==> src/rtl/rci_defs.svh <==
// Constants for the reflow counter and interlock block
// Contract
// - Seven-digit usage counter, preloadable, wraps to zero.
// - Good counter counts good processes only, same wrap.
// - Good means within every enabled limit.
// - Enabled cleaning countdown at zero raises alarm.
// - Cleaning stop action blocks processes, relay inactive.
// - Cleaning continue action allows processes, relay active.
// - Continue shows cleaning message after each process.
// - Countdown presets accept zero up to 999999.
// - Enabled replacement countdown at zero raises alarm.
// - Replacement stop action blocks processes, relay inactive.
// - Replacement continue allows processes, message each process.
// - Profile index stays between 1 and 63.
// - Profile keys act only in graph or data view.
// - Profile key in data view returns to graph.
// - Heat start only in graph or data view.
// - Data view shows last completed cycle values.
// - Entering commit views writes edits to flash.
`ifndef RCI_DEFS_SVH
`define RCI_DEFS_SVH

`define RCI_OFF_CTRL 8'h00
`define RCI_OFF_USAGE 8'h04
`define RCI_OFF_GOOD 8'h08
`define RCI_OFF_CLEAN 8'h0c
`define RCI_OFF_RENEW 8'h10
`define RCI_OFF_PROFILE 8'h14
`define RCI_OFF_STATUS 8'h18
`define RCI_OFF_LAST_TIME 8'h1c
`define RCI_OFF_LAST_TEMP 8'h20
`define RCI_OFF_IRQ_STAT 8'h24
`define RCI_OFF_IRQ_MASK 8'h28

`define RCI_CTRL_CLEAN_EN 0
`define RCI_CTRL_SERVICE_ACT 1
`define RCI_CTRL_RENEW_EN 2
`define RCI_CTRL_RENEW_ACT 3
`define RCI_CTRL_PEAK_EN 4
`define RCI_CTRL_AVG_EN 5
`define RCI_CTRL_ENV_EN 6

`define RCI_IRQ_PROC 0
`define RCI_IRQ_CLEAN 1
`define RCI_IRQ_RENEW 2
`define RCI_IRQ_SAVED 3

`define RCI_CTRL_RST 7'h70
`define RCI_PROFILE_RST 6'h01
`define RCI_USAGE_MAX 24'h98967f
`define RCI_REM_MAX 20'hf423f
`define RCI_REM_RST 20'hf423f
`define RCI_PROFILE_MIN 6'h01

`define RCI_RESP_OKAY 2'h0
`define RCI_RESP_SLVERR 2'h2

`endif

==> src/rtl/rci_pkg.sv <==
// Types for the reflow counter and interlock block
package rci_pkg;

  typedef enum logic [2:0] {
    VIEW_GRAPH,
    VIEW_DATA,
    VIEW_COUNTERS,
    VIEW_HEATRATE,
    VIEW_SETUP,
    VIEW_MENU
  } rci_view_t;

  typedef enum logic {
    SAVE_IDLE,
    SAVE_BUSY
  } rci_save_t;

  typedef struct packed {
    logic peak_ok;
    logic avg_ok;
    logic env_ok;
    logic [15:0] time_val;
    logic [15:0] temp_val;
  } rci_proc_t;

  typedef struct packed {
    logic aw_got;
    logic [7:0] awaddr;
    logic w_got;
    logic [31:0] wdata;
    logic [3:0] wstrb;
    logic bvalid;
    logic [1:0] bresp;
    logic rvalid;
    logic [31:0] rdata;
    logic [1:0] rresp;
  } rci_bus_t;

  typedef struct packed {
    rci_bus_t bus;
    logic [6:0] ctrl;
    logic [23:0] usage;
    logic [23:0] good;
    logic [19:0] clean_rem;
    logic [19:0] renew_rem;
    logic [5:0] profile;
    rci_view_t view;
    logic dirty;
    rci_save_t save;
    logic [15:0] last_time;
    logic [15:0] last_temp;
    logic clean_msg;
    logic renew_msg;
    logic [3:0] irq_stat;
    logic [3:0] irq_mask;
  } rci_state_t;

endpackage

==> src/rtl/rci_top.sv <==
// Reflow counter, interlock, profile select and flash commit
//
// Our own choices: register access over AXI4-Lite and the register addresses.
`timescale 1ns/1ps
`default_nettype none
`include "rci_defs.svh"

module rci_top
  import rci_pkg::*;
#(
  parameter int PROFILE_MAX = 63
) (
  input wire logic I_REF_CLK,
  input wire logic I_RESET_N,
  input wire logic [7:0] I_AXI_AWADDR,
  input wire logic I_AXI_AWVALID,
  output logic O_AXI_AWREADY,
  input wire logic [31:0] I_AXI_WDATA,
  input wire logic [3:0] I_AXI_WSTRB,
  input wire logic I_AXI_WVALID,
  output logic O_AXI_WREADY,
  output logic [1:0] O_AXI_BRESP,
  output logic O_AXI_BVALID,
  input wire logic I_AXI_BREADY,
  input wire logic [7:0] I_AXI_ARADDR,
  input wire logic I_AXI_ARVALID,
  output logic O_AXI_ARREADY,
  output logic [31:0] O_AXI_RDATA,
  output logic [1:0] O_AXI_RRESP,
  output logic O_AXI_RVALID,
  input wire logic I_AXI_RREADY,
  input wire logic I_PROC_DONE,
  input wire rci_proc_t I_PROC,
  input wire logic I_KEY_UP,
  input wire logic I_KEY_DOWN,
  input wire logic I_VIEW_SEL,
  input wire rci_view_t I_VIEW_CODE,
  input wire logic I_START_REQ,
  output logic O_START_GRANT,
  output logic O_SYS_READY,
  output logic O_CLEAN_MSG,
  output logic O_RENEW_MSG,
  output logic O_FLASH_REQ,
  input wire logic I_FLASH_DONE,
  output logic O_SAVING,
  output logic O_IRQ
);

  if (PROFILE_MAX < 1 || PROFILE_MAX > 63) begin : g_chk
    $error("PROFILE_MAX must lie between 1 and 63");
  end

  localparam logic [5:0] PMAX = 6'(PROFILE_MAX);

  function automatic logic is_run_view(input rci_view_t v);
    return (v == VIEW_GRAPH) || (v == VIEW_DATA);
  endfunction

  function automatic logic is_commit_view(input rci_view_t v);
    return v != VIEW_MENU;
  endfunction

  function automatic logic [31:0] merge(input logic [31:0] old,
                                        input logic [31:0] dat,
                                        input logic [3:0] strb);
    logic [31:0] r;
    r = old;
    for (int i = 0; i < 4; i++) begin
      if (strb[i]) begin
        r[i*8 +: 8] = dat[i*8 +: 8];
      end
    end
    return r;
  endfunction

  rci_state_t st;
  rci_state_t next_st;
  logic wr_en;
  logic [7:0] wr_addr;
  logic [31:0] wr_val;
  logic good;
  logic clean_due;
  logic renew_due;
  logic blocked;
  logic [31:0] rd_val;
  logic rd_ok;
  logic go_graph;
  logic [19:0] next_clean;
  logic [19:0] next_renew;
  logic [3:0] irq_set;

  assign wr_en = st.bus.aw_got && st.bus.w_got && !st.bus.bvalid;
  assign wr_addr = st.bus.awaddr;
  assign clean_due = st.ctrl[`RCI_CTRL_CLEAN_EN] && (st.clean_rem == '0);
  assign renew_due = st.ctrl[`RCI_CTRL_RENEW_EN] && (st.renew_rem == '0);
  assign blocked = (clean_due && !st.ctrl[`RCI_CTRL_SERVICE_ACT])
                 || (renew_due && !st.ctrl[`RCI_CTRL_RENEW_ACT]);
  assign good = (!st.ctrl[`RCI_CTRL_PEAK_EN] || I_PROC.peak_ok)
             && (!st.ctrl[`RCI_CTRL_AVG_EN] || I_PROC.avg_ok)
             && (!st.ctrl[`RCI_CTRL_ENV_EN] || I_PROC.env_ok);
  assign go_graph = (I_KEY_UP || I_KEY_DOWN) && (st.view == VIEW_DATA);

  // Read data mux
  always_comb begin
    rd_val = 32'h0;
    rd_ok = 1'b1;
    case (I_AXI_ARADDR)
      `RCI_OFF_CTRL: rd_val = {25'h0, st.ctrl};
      `RCI_OFF_USAGE: rd_val = {8'h0, st.usage};
      `RCI_OFF_GOOD: rd_val = {8'h0, st.good};
      `RCI_OFF_CLEAN: rd_val = {12'h0, st.clean_rem};
      `RCI_OFF_RENEW: rd_val = {12'h0, st.renew_rem};
      `RCI_OFF_PROFILE: rd_val = {26'h0, st.profile};
      `RCI_OFF_STATUS: rd_val = {24'h0, st.dirty, blocked, st.renew_msg,
                                 st.clean_msg, O_SAVING, st.view};
      `RCI_OFF_LAST_TIME: rd_val = {16'h0, st.last_time};
      `RCI_OFF_LAST_TEMP: rd_val = {16'h0, st.last_temp};
      `RCI_OFF_IRQ_STAT: rd_val = {28'h0, st.irq_stat};
      `RCI_OFF_IRQ_MASK: rd_val = {28'h0, st.irq_mask};
      default: rd_ok = 1'b0;
    endcase
  end

  always_comb begin
    next_st = st;
    wr_val = 32'h0;
    next_clean = st.clean_rem;
    next_renew = st.renew_rem;
    irq_set = 4'h0;
    // Bus handshakes
    if (I_AXI_AWVALID && O_AXI_AWREADY) begin
      next_st.bus.aw_got = 1'b1;
      next_st.bus.awaddr = I_AXI_AWADDR;
    end
    if (I_AXI_WVALID && O_AXI_WREADY) begin
      next_st.bus.w_got = 1'b1;
      next_st.bus.wdata = I_AXI_WDATA;
      next_st.bus.wstrb = I_AXI_WSTRB;
    end
    if (st.bus.bvalid && I_AXI_BREADY) begin
      next_st.bus.bvalid = 1'b0;
    end
    if (I_AXI_ARVALID && O_AXI_ARREADY) begin
      next_st.bus.rvalid = 1'b1;
      next_st.bus.rdata = rd_val;
      next_st.bus.rresp = rd_ok ? `RCI_RESP_OKAY : `RCI_RESP_SLVERR;
    end else if (st.bus.rvalid && I_AXI_RREADY) begin
      next_st.bus.rvalid = 1'b0;
    end
    // Process completion
    if (I_PROC_DONE) begin
      next_st.usage = (st.usage >= `RCI_USAGE_MAX) ? 24'h0
                    : st.usage + 24'h1;
      if (good) begin
        next_st.good = (st.good >= `RCI_USAGE_MAX) ? 24'h0
                     : st.good + 24'h1;
      end
      next_st.last_time = I_PROC.time_val;
      next_st.last_temp = I_PROC.temp_val;
      if (st.ctrl[`RCI_CTRL_CLEAN_EN] && st.clean_rem != '0) begin
        next_clean = st.clean_rem - 20'h1;
      end
      if (st.ctrl[`RCI_CTRL_RENEW_EN] && st.renew_rem != '0) begin
        next_renew = st.renew_rem - 20'h1;
      end
      irq_set[`RCI_IRQ_PROC] = 1'b1;
      if (st.ctrl[`RCI_CTRL_CLEAN_EN] && next_clean == '0) begin
        next_st.clean_msg = 1'b1;
        irq_set[`RCI_IRQ_CLEAN] = 1'b1;
      end
      if (st.ctrl[`RCI_CTRL_RENEW_EN] && next_renew == '0) begin
        next_st.renew_msg = 1'b1;
        irq_set[`RCI_IRQ_RENEW] = 1'b1;
      end
    end
    next_st.clean_rem = next_clean;
    next_st.renew_rem = next_renew;
    // Profile keys and views
    if (I_KEY_UP || I_KEY_DOWN) begin
      if (st.view == VIEW_DATA) begin
        next_st.view = VIEW_GRAPH;
      end else if (st.view == VIEW_GRAPH) begin
        if (I_KEY_UP && !I_KEY_DOWN) begin
          next_st.profile = (st.profile >= PMAX) ? `RCI_PROFILE_MIN
                          : st.profile + 6'h1;
          next_st.dirty = 1'b1;
        end else if (I_KEY_DOWN && !I_KEY_UP) begin
          next_st.profile = (st.profile <= `RCI_PROFILE_MIN) ? PMAX
                          : st.profile - 6'h1;
          next_st.dirty = 1'b1;
        end
      end
    end
    if (I_VIEW_SEL) begin
      next_st.view = I_VIEW_CODE;
    end
    // Flash commit on entering a commit view
    if (st.save == SAVE_BUSY) begin
      if (I_FLASH_DONE) begin
        next_st.save = SAVE_IDLE;
        irq_set[`RCI_IRQ_SAVED] = 1'b1;
      end
    end else if (st.dirty && ((I_VIEW_SEL && is_commit_view(I_VIEW_CODE))
                              || go_graph)) begin
      next_st.save = SAVE_BUSY;
      next_st.dirty = 1'b0;
    end
    // Events set status bits; set wins over a clear
    next_st.irq_stat = st.irq_stat | irq_set;
    // Register writes
    if (wr_en) begin
      next_st.bus.aw_got = 1'b0;
      next_st.bus.w_got = 1'b0;
      next_st.bus.bvalid = 1'b1;
      next_st.bus.bresp = `RCI_RESP_OKAY;
      next_st.dirty = 1'b1;
      case (wr_addr)
        `RCI_OFF_CTRL: begin
          wr_val = merge({25'h0, st.ctrl}, st.bus.wdata, st.bus.wstrb);
          next_st.ctrl = wr_val[6:0];
          if (!wr_val[`RCI_CTRL_CLEAN_EN]) begin
            next_st.clean_msg = 1'b0;
          end
          if (!wr_val[`RCI_CTRL_RENEW_EN]) begin
            next_st.renew_msg = 1'b0;
          end
        end
        `RCI_OFF_USAGE: begin
          wr_val = merge({8'h0, st.usage}, st.bus.wdata, st.bus.wstrb);
          next_st.usage = (wr_val > 32'(`RCI_USAGE_MAX)) ? `RCI_USAGE_MAX
                        : wr_val[23:0];
        end
        `RCI_OFF_GOOD: begin
          wr_val = merge({8'h0, st.good}, st.bus.wdata, st.bus.wstrb);
          next_st.good = (wr_val > 32'(`RCI_USAGE_MAX)) ? `RCI_USAGE_MAX
                       : wr_val[23:0];
        end
        `RCI_OFF_CLEAN: begin
          wr_val = merge({12'h0, st.clean_rem}, st.bus.wdata, st.bus.wstrb);
          next_st.clean_rem = (wr_val > 32'(`RCI_REM_MAX)) ? `RCI_REM_MAX
                            : wr_val[19:0];
          next_st.clean_msg = 1'b0;
        end
        `RCI_OFF_RENEW: begin
          wr_val = merge({12'h0, st.renew_rem}, st.bus.wdata, st.bus.wstrb);
          next_st.renew_rem = (wr_val > 32'(`RCI_REM_MAX)) ? `RCI_REM_MAX
                            : wr_val[19:0];
          next_st.renew_msg = 1'b0;
        end
        `RCI_OFF_PROFILE: begin
          wr_val = merge({26'h0, st.profile}, st.bus.wdata, st.bus.wstrb);
          if (wr_val >= 32'(`RCI_PROFILE_MIN) && wr_val <= 32'(PMAX)) begin
            next_st.profile = wr_val[5:0];
          end
        end
        `RCI_OFF_IRQ_STAT: begin
          next_st.dirty = st.dirty;
          next_st.irq_stat = (st.irq_stat
                             & ~(st.bus.wdata[3:0] & {4{st.bus.wstrb[0]}}))
                           | irq_set;
        end
        `RCI_OFF_IRQ_MASK: begin
          next_st.dirty = st.dirty;
          wr_val = merge({28'h0, st.irq_mask}, st.bus.wdata, st.bus.wstrb);
          next_st.irq_mask = wr_val[3:0];
        end
        default: begin
          next_st.dirty = st.dirty;
          next_st.bus.bresp = `RCI_RESP_SLVERR;
        end
      endcase
    end
  end

  always_ff @(posedge I_REF_CLK) begin
    if (!I_RESET_N) begin
      st <= '0;
      st.ctrl <= `RCI_CTRL_RST;
      st.clean_rem <= `RCI_REM_RST;
      st.renew_rem <= `RCI_REM_RST;
      st.profile <= `RCI_PROFILE_RST;
      st.view <= VIEW_GRAPH;
      st.save <= SAVE_IDLE;
    end else begin
      st <= next_st;
    end
  end

  assign O_AXI_AWREADY = !st.bus.aw_got && !st.bus.bvalid;
  assign O_AXI_WREADY = !st.bus.w_got && !st.bus.bvalid;
  assign O_AXI_BVALID = st.bus.bvalid;
  assign O_AXI_BRESP = st.bus.bresp;
  assign O_AXI_ARREADY = !st.bus.rvalid;
  assign O_AXI_RVALID = st.bus.rvalid;
  assign O_AXI_RDATA = st.bus.rdata;
  assign O_AXI_RRESP = st.bus.rresp;
  assign O_START_GRANT = I_START_REQ && is_run_view(st.view)
                      && !blocked && (st.save == SAVE_IDLE);
  assign O_SYS_READY = !blocked;
  assign O_CLEAN_MSG = st.clean_msg;
  assign O_RENEW_MSG = st.renew_msg;
  assign O_FLASH_REQ = (st.save == SAVE_BUSY);
  assign O_SAVING = (st.save == SAVE_BUSY);
  assign O_IRQ = |(st.irq_stat & st.irq_mask);
endmodule // rci_top

`default_nettype wire

==> config.mk <==
export PLATFORM = sky130hd
export DESIGN_NAME = rci_top
export DESIGN_NICKNAME = d
export VERILOG_FILES = /design/src/rtl/rci_pkg.sv /design/src/rtl/rci_top.sv
export VERILOG_INCLUDE_DIRS = /design/src /design/src/rtl
export SDC_FILE = /design/constraint.sdc
export NUM_CORES = 1
export LEC_CHECK = 0
export ABC_AREA = 1
export BUFFER_PORTS_ARGS = -buffer_cell sky130_fd_sc_hd__buf_2
export CORE_MARGIN = 10
export CORE_UTILIZATION = 40
export DETAILED_ROUTE_END_ITERATION = 10
export GPL_TIMING_DRIVEN = 0
export PLACE_DENSITY = 0.65
export SLEW_MARGIN = 0
export SYNTH_ARGS = -nofsm -noshare
export SYNTH_HDL_FRONTEND = slang
export SYNTH_SLANG_ARGS = --single-unit
==> constraint.sdc <==
create_clock -name I_REF_CLK -period 5.77 [get_ports I_REF_CLK]
set_input_delay 0.8655 -clock I_REF_CLK [delete_from_list [all_inputs] [get_ports I_REF_CLK]]
set_output_delay 0.8655 -clock I_REF_CLK [all_outputs]
set_load 0.02 [all_outputs]
==> impl_metrics.ini <==
[placement]
dpl-instance-area_sq_mm = 0.0158
hpwl_mm = 55.4
dp.cells = 2969
buffer_ports.inserted = 140
globalplace.congestion = 1.08

[timing]
rsz0062_at_grt = no
report.final.slew_viol_count = 0
maxClockFrequency_mhz = 266
setup_violations = 0
post-route-period-util_pct = 65.2
finalHoldViolCount = 0
fin_crit_ps = 3760
finClkSkew_ps = 15.7
max_slew.worst_pin.slew_ps = 1360
final.setup.tns_ps = 0
max_slew_margin_pct = 8.86
hold_ws_ps = 455

[setup_path]
regToRegSetupSlack_ps = 2860
cpMaxStageDelayCell = ha_1
cp_cell_sequence = inv_1, ha_1, nand2_2, nor2_4, nand2_1, nor2_1, nand4_1, nand2_1, inv_1, buf_2
critical_path.max_stage_delay_ps = 390
worst_ep_required_time_ps = 4900
worstSetupStartpointType = flip-flop
worstRegToRegCells = 13
crit_fanout = 5
worst_setup_path_end_kind = primary output
rr_startpoint = st[53]
worst_ep_arrival_time_ps = 2900
worst-setup-path-type = reg -> out
crit-reg2reg-capture = st[6]

[global_routing]
grt_max_degree = 13
grt_pass1_vias = 16454
gr-usage-all-layers_pct = 30.3
wire_length_of_the_first_global_routing_pass_mm = 103
global_route.overflow_total = 0
antenna_found_initial = 1

[final_layout]
layout_commonest_cell = nand2_1
layout.cells.non_filler = 3017
fill_cells = 3855
most_frequent_cells_in_the_layout = 479 x nand2_1, 325 x nor2_1, 270 x o21ai_0
final_net_count = 2647
fin_area_sq_mm = 0.0167
post-route-util_pct = 46.8
antennaDiodeCount = 0
area.growth.synth_to_final_pct = 15.3
layout-drive-gt1-share_pct = 10.9

[drt]
via_count = 17596
route.detailed.vias_per_inst = 5.83
drt_pre_antenna_iters = 8
detail_route.wl_per_cell_um = 23.3
route.final.wire_length_mm = 70.3
drtAntennaViolNets = 0
drt_first_iter_violations = 2288
drc = 0

[pwr]
ir_drop_mv = 0.284
total_leakage_power_nw = 7.29
power_density_normalized_to_cell_area_mw_per_mm2 = 247

[floorplan]
effective_utilization_at_floorplan_pct = 40.6
top_level_ports = 151
die_outline_width_um = 210
core_region_area_sq_mm = 0.0356
die_h_um = 210
dieArea_sq_mm = 0.0441
floorplan.rows = 69

[run_status]
status = finished, final reports clean

[run]
max-cap-violations = 0

[yosys]
synth-edff-count = 0
yosysWarnings = 0
synthCells = 2359
seq_area_frac_synth_pct = 30.7
postSynth.topFlopCell = dfxtp_1
synthArstFlopShare_pct = 0
netlist_area_sq_mm = 0.0145
synth-seq-cells = 222
syn_avg_cell_area_sq_um = 6.13
post_synth_num_cell_types = 55

[clocking]
number_of_sinks_driven_by_the_clock_tree = 222
cts_buffer_depth = 3
ctsHoldBuffers = 0
cts-htree-levels = 1
tritoncts = built
clock_buffer_count_from_cts = 27
clock_insertion_delay_worst_skew_ps = 570
post_cts.resized_instances = 0
ctsRootBufferMaster = clkbuf_16
clkSlewWorstSetupHoldPaths_ps = 60
cts.repair_timing.setup_buffer_count = 0

[worst_hold_path]
hold_path_origin = st[34]
holdCritPathClass = reg -> reg
min_delay_path_depth = 2
worstHoldEndpoint = st[34]
layer usage:
layer / part of all wire (%) / wire length [um] / track usage, %
met3: 12 / 8590 / 8.32
met4: 6.1 / 4300 / 16.3
met5: 0.018 / 13 / 0
met1: 41 / 28600 / 39.4
met2: 41 / 28800 / 44.5
kinds of logic (layout without fill, tap and decap cells):
kind of cell / count (synthesis) / count (layout) / synth area share, %
DFF: 222 / 222 / 30.7
muxes: 1 / 1 / 0.0693
xor gates and xnor gates: 36 / 36 / 2.18
AOI/OAI and AO/OA: 637 / 637 / 23.7
buffers and inverters: 404 / 592 / 11.8
adders and majority gates: 7 / 7 / 0.606
and+or+nand+nor: 1051 / 1051 / 30.8
other: 1 / 10 / 0.0259
stage by stage:
step           worst slack, ps  power (mW)
6_report                  2010        4.11
5_1_grt                   1950        4.23
4_1_cts                   2140        4.08
3_5_place_dp              2510        2.34
3_3_place_gp              2560        2.34
2_1_floorplan             3210        2.08
Yosys cell counts (40+ instances only):
library cell	number	area share (%)
a21oi_1	242	8.4
buf_4	40	2.1
clkbuf_1	71	1.8
dfxtp_1	222	31
inv_1	259	6.7
nand2_1	479	12
nand3_1	110	3.8
nand4_1	44	1.9
nor2_1	325	8.4
nor3_1	46	1.6
o21ai_0	270	9.3
o22ai_1	57	2.5
worst max-delay path: cells and delay by family, from the launching register on:
kind / cells / cell delay, ps
simple gates: 6 / 1140
buf+inv: 3 / 470
fa+ha+maj: 1 / 390
flops: 1 / 330
power by group:
group / internal [mW] / total [mW] / switching (mW)
Clock: 1.03 / 1.77 / 0.738
Combinational: 0.187 / 0.675 / 0.489
Sequential: 1.61 / 1.66 / 0.0586
Total: 2.83 / 4.11 / 1.28
registers in the layout (all words and copies together), names as in the netlist:
signal	count
st	183
O_AXI_RDATA	24
wr_addr	8
O_AXI_BRESP	1
O_AXI_BVALID	1
O_AXI_RRESP	1
O_AXI_RVALID	1
O_CLEAN_MSG	1
O_FLASH_REQ	1
O_RENEW_MSG	1
how the worst max path moves through the flow:
stage                 from       endpoint  slack (ps)  depth (start not counted)
2_1_floorplan       st[73]  O_START_GRANT        3210                          8
3_3_place_gp   I_PROC_DONE         st[71]        2560                          7
3_5_place_dp   I_PROC_DONE         st[71]        2510                          7
4_1_cts             st[53]    O_SYS_READY        2140                         10
5_1_grt             st[53]    O_SYS_READY        1950                         10
6_report            st[53]    O_SYS_READY        2010                         10
layout make-up:
cell class              count  area, sq um  share of cell area, %
clock buffers              39          791                   4.75
well taps                 461          577                   3.46
inverters                 269         1010                   6.08
repair buffers            140          701                   4.21
multi-input cells        1742         8330                   50.0
flip-flops and latches    222         4440                   26.7
clock inverters             9          103                  0.616
plain buffers             135          698                   4.19
Power figures use the tool's default switching activity.
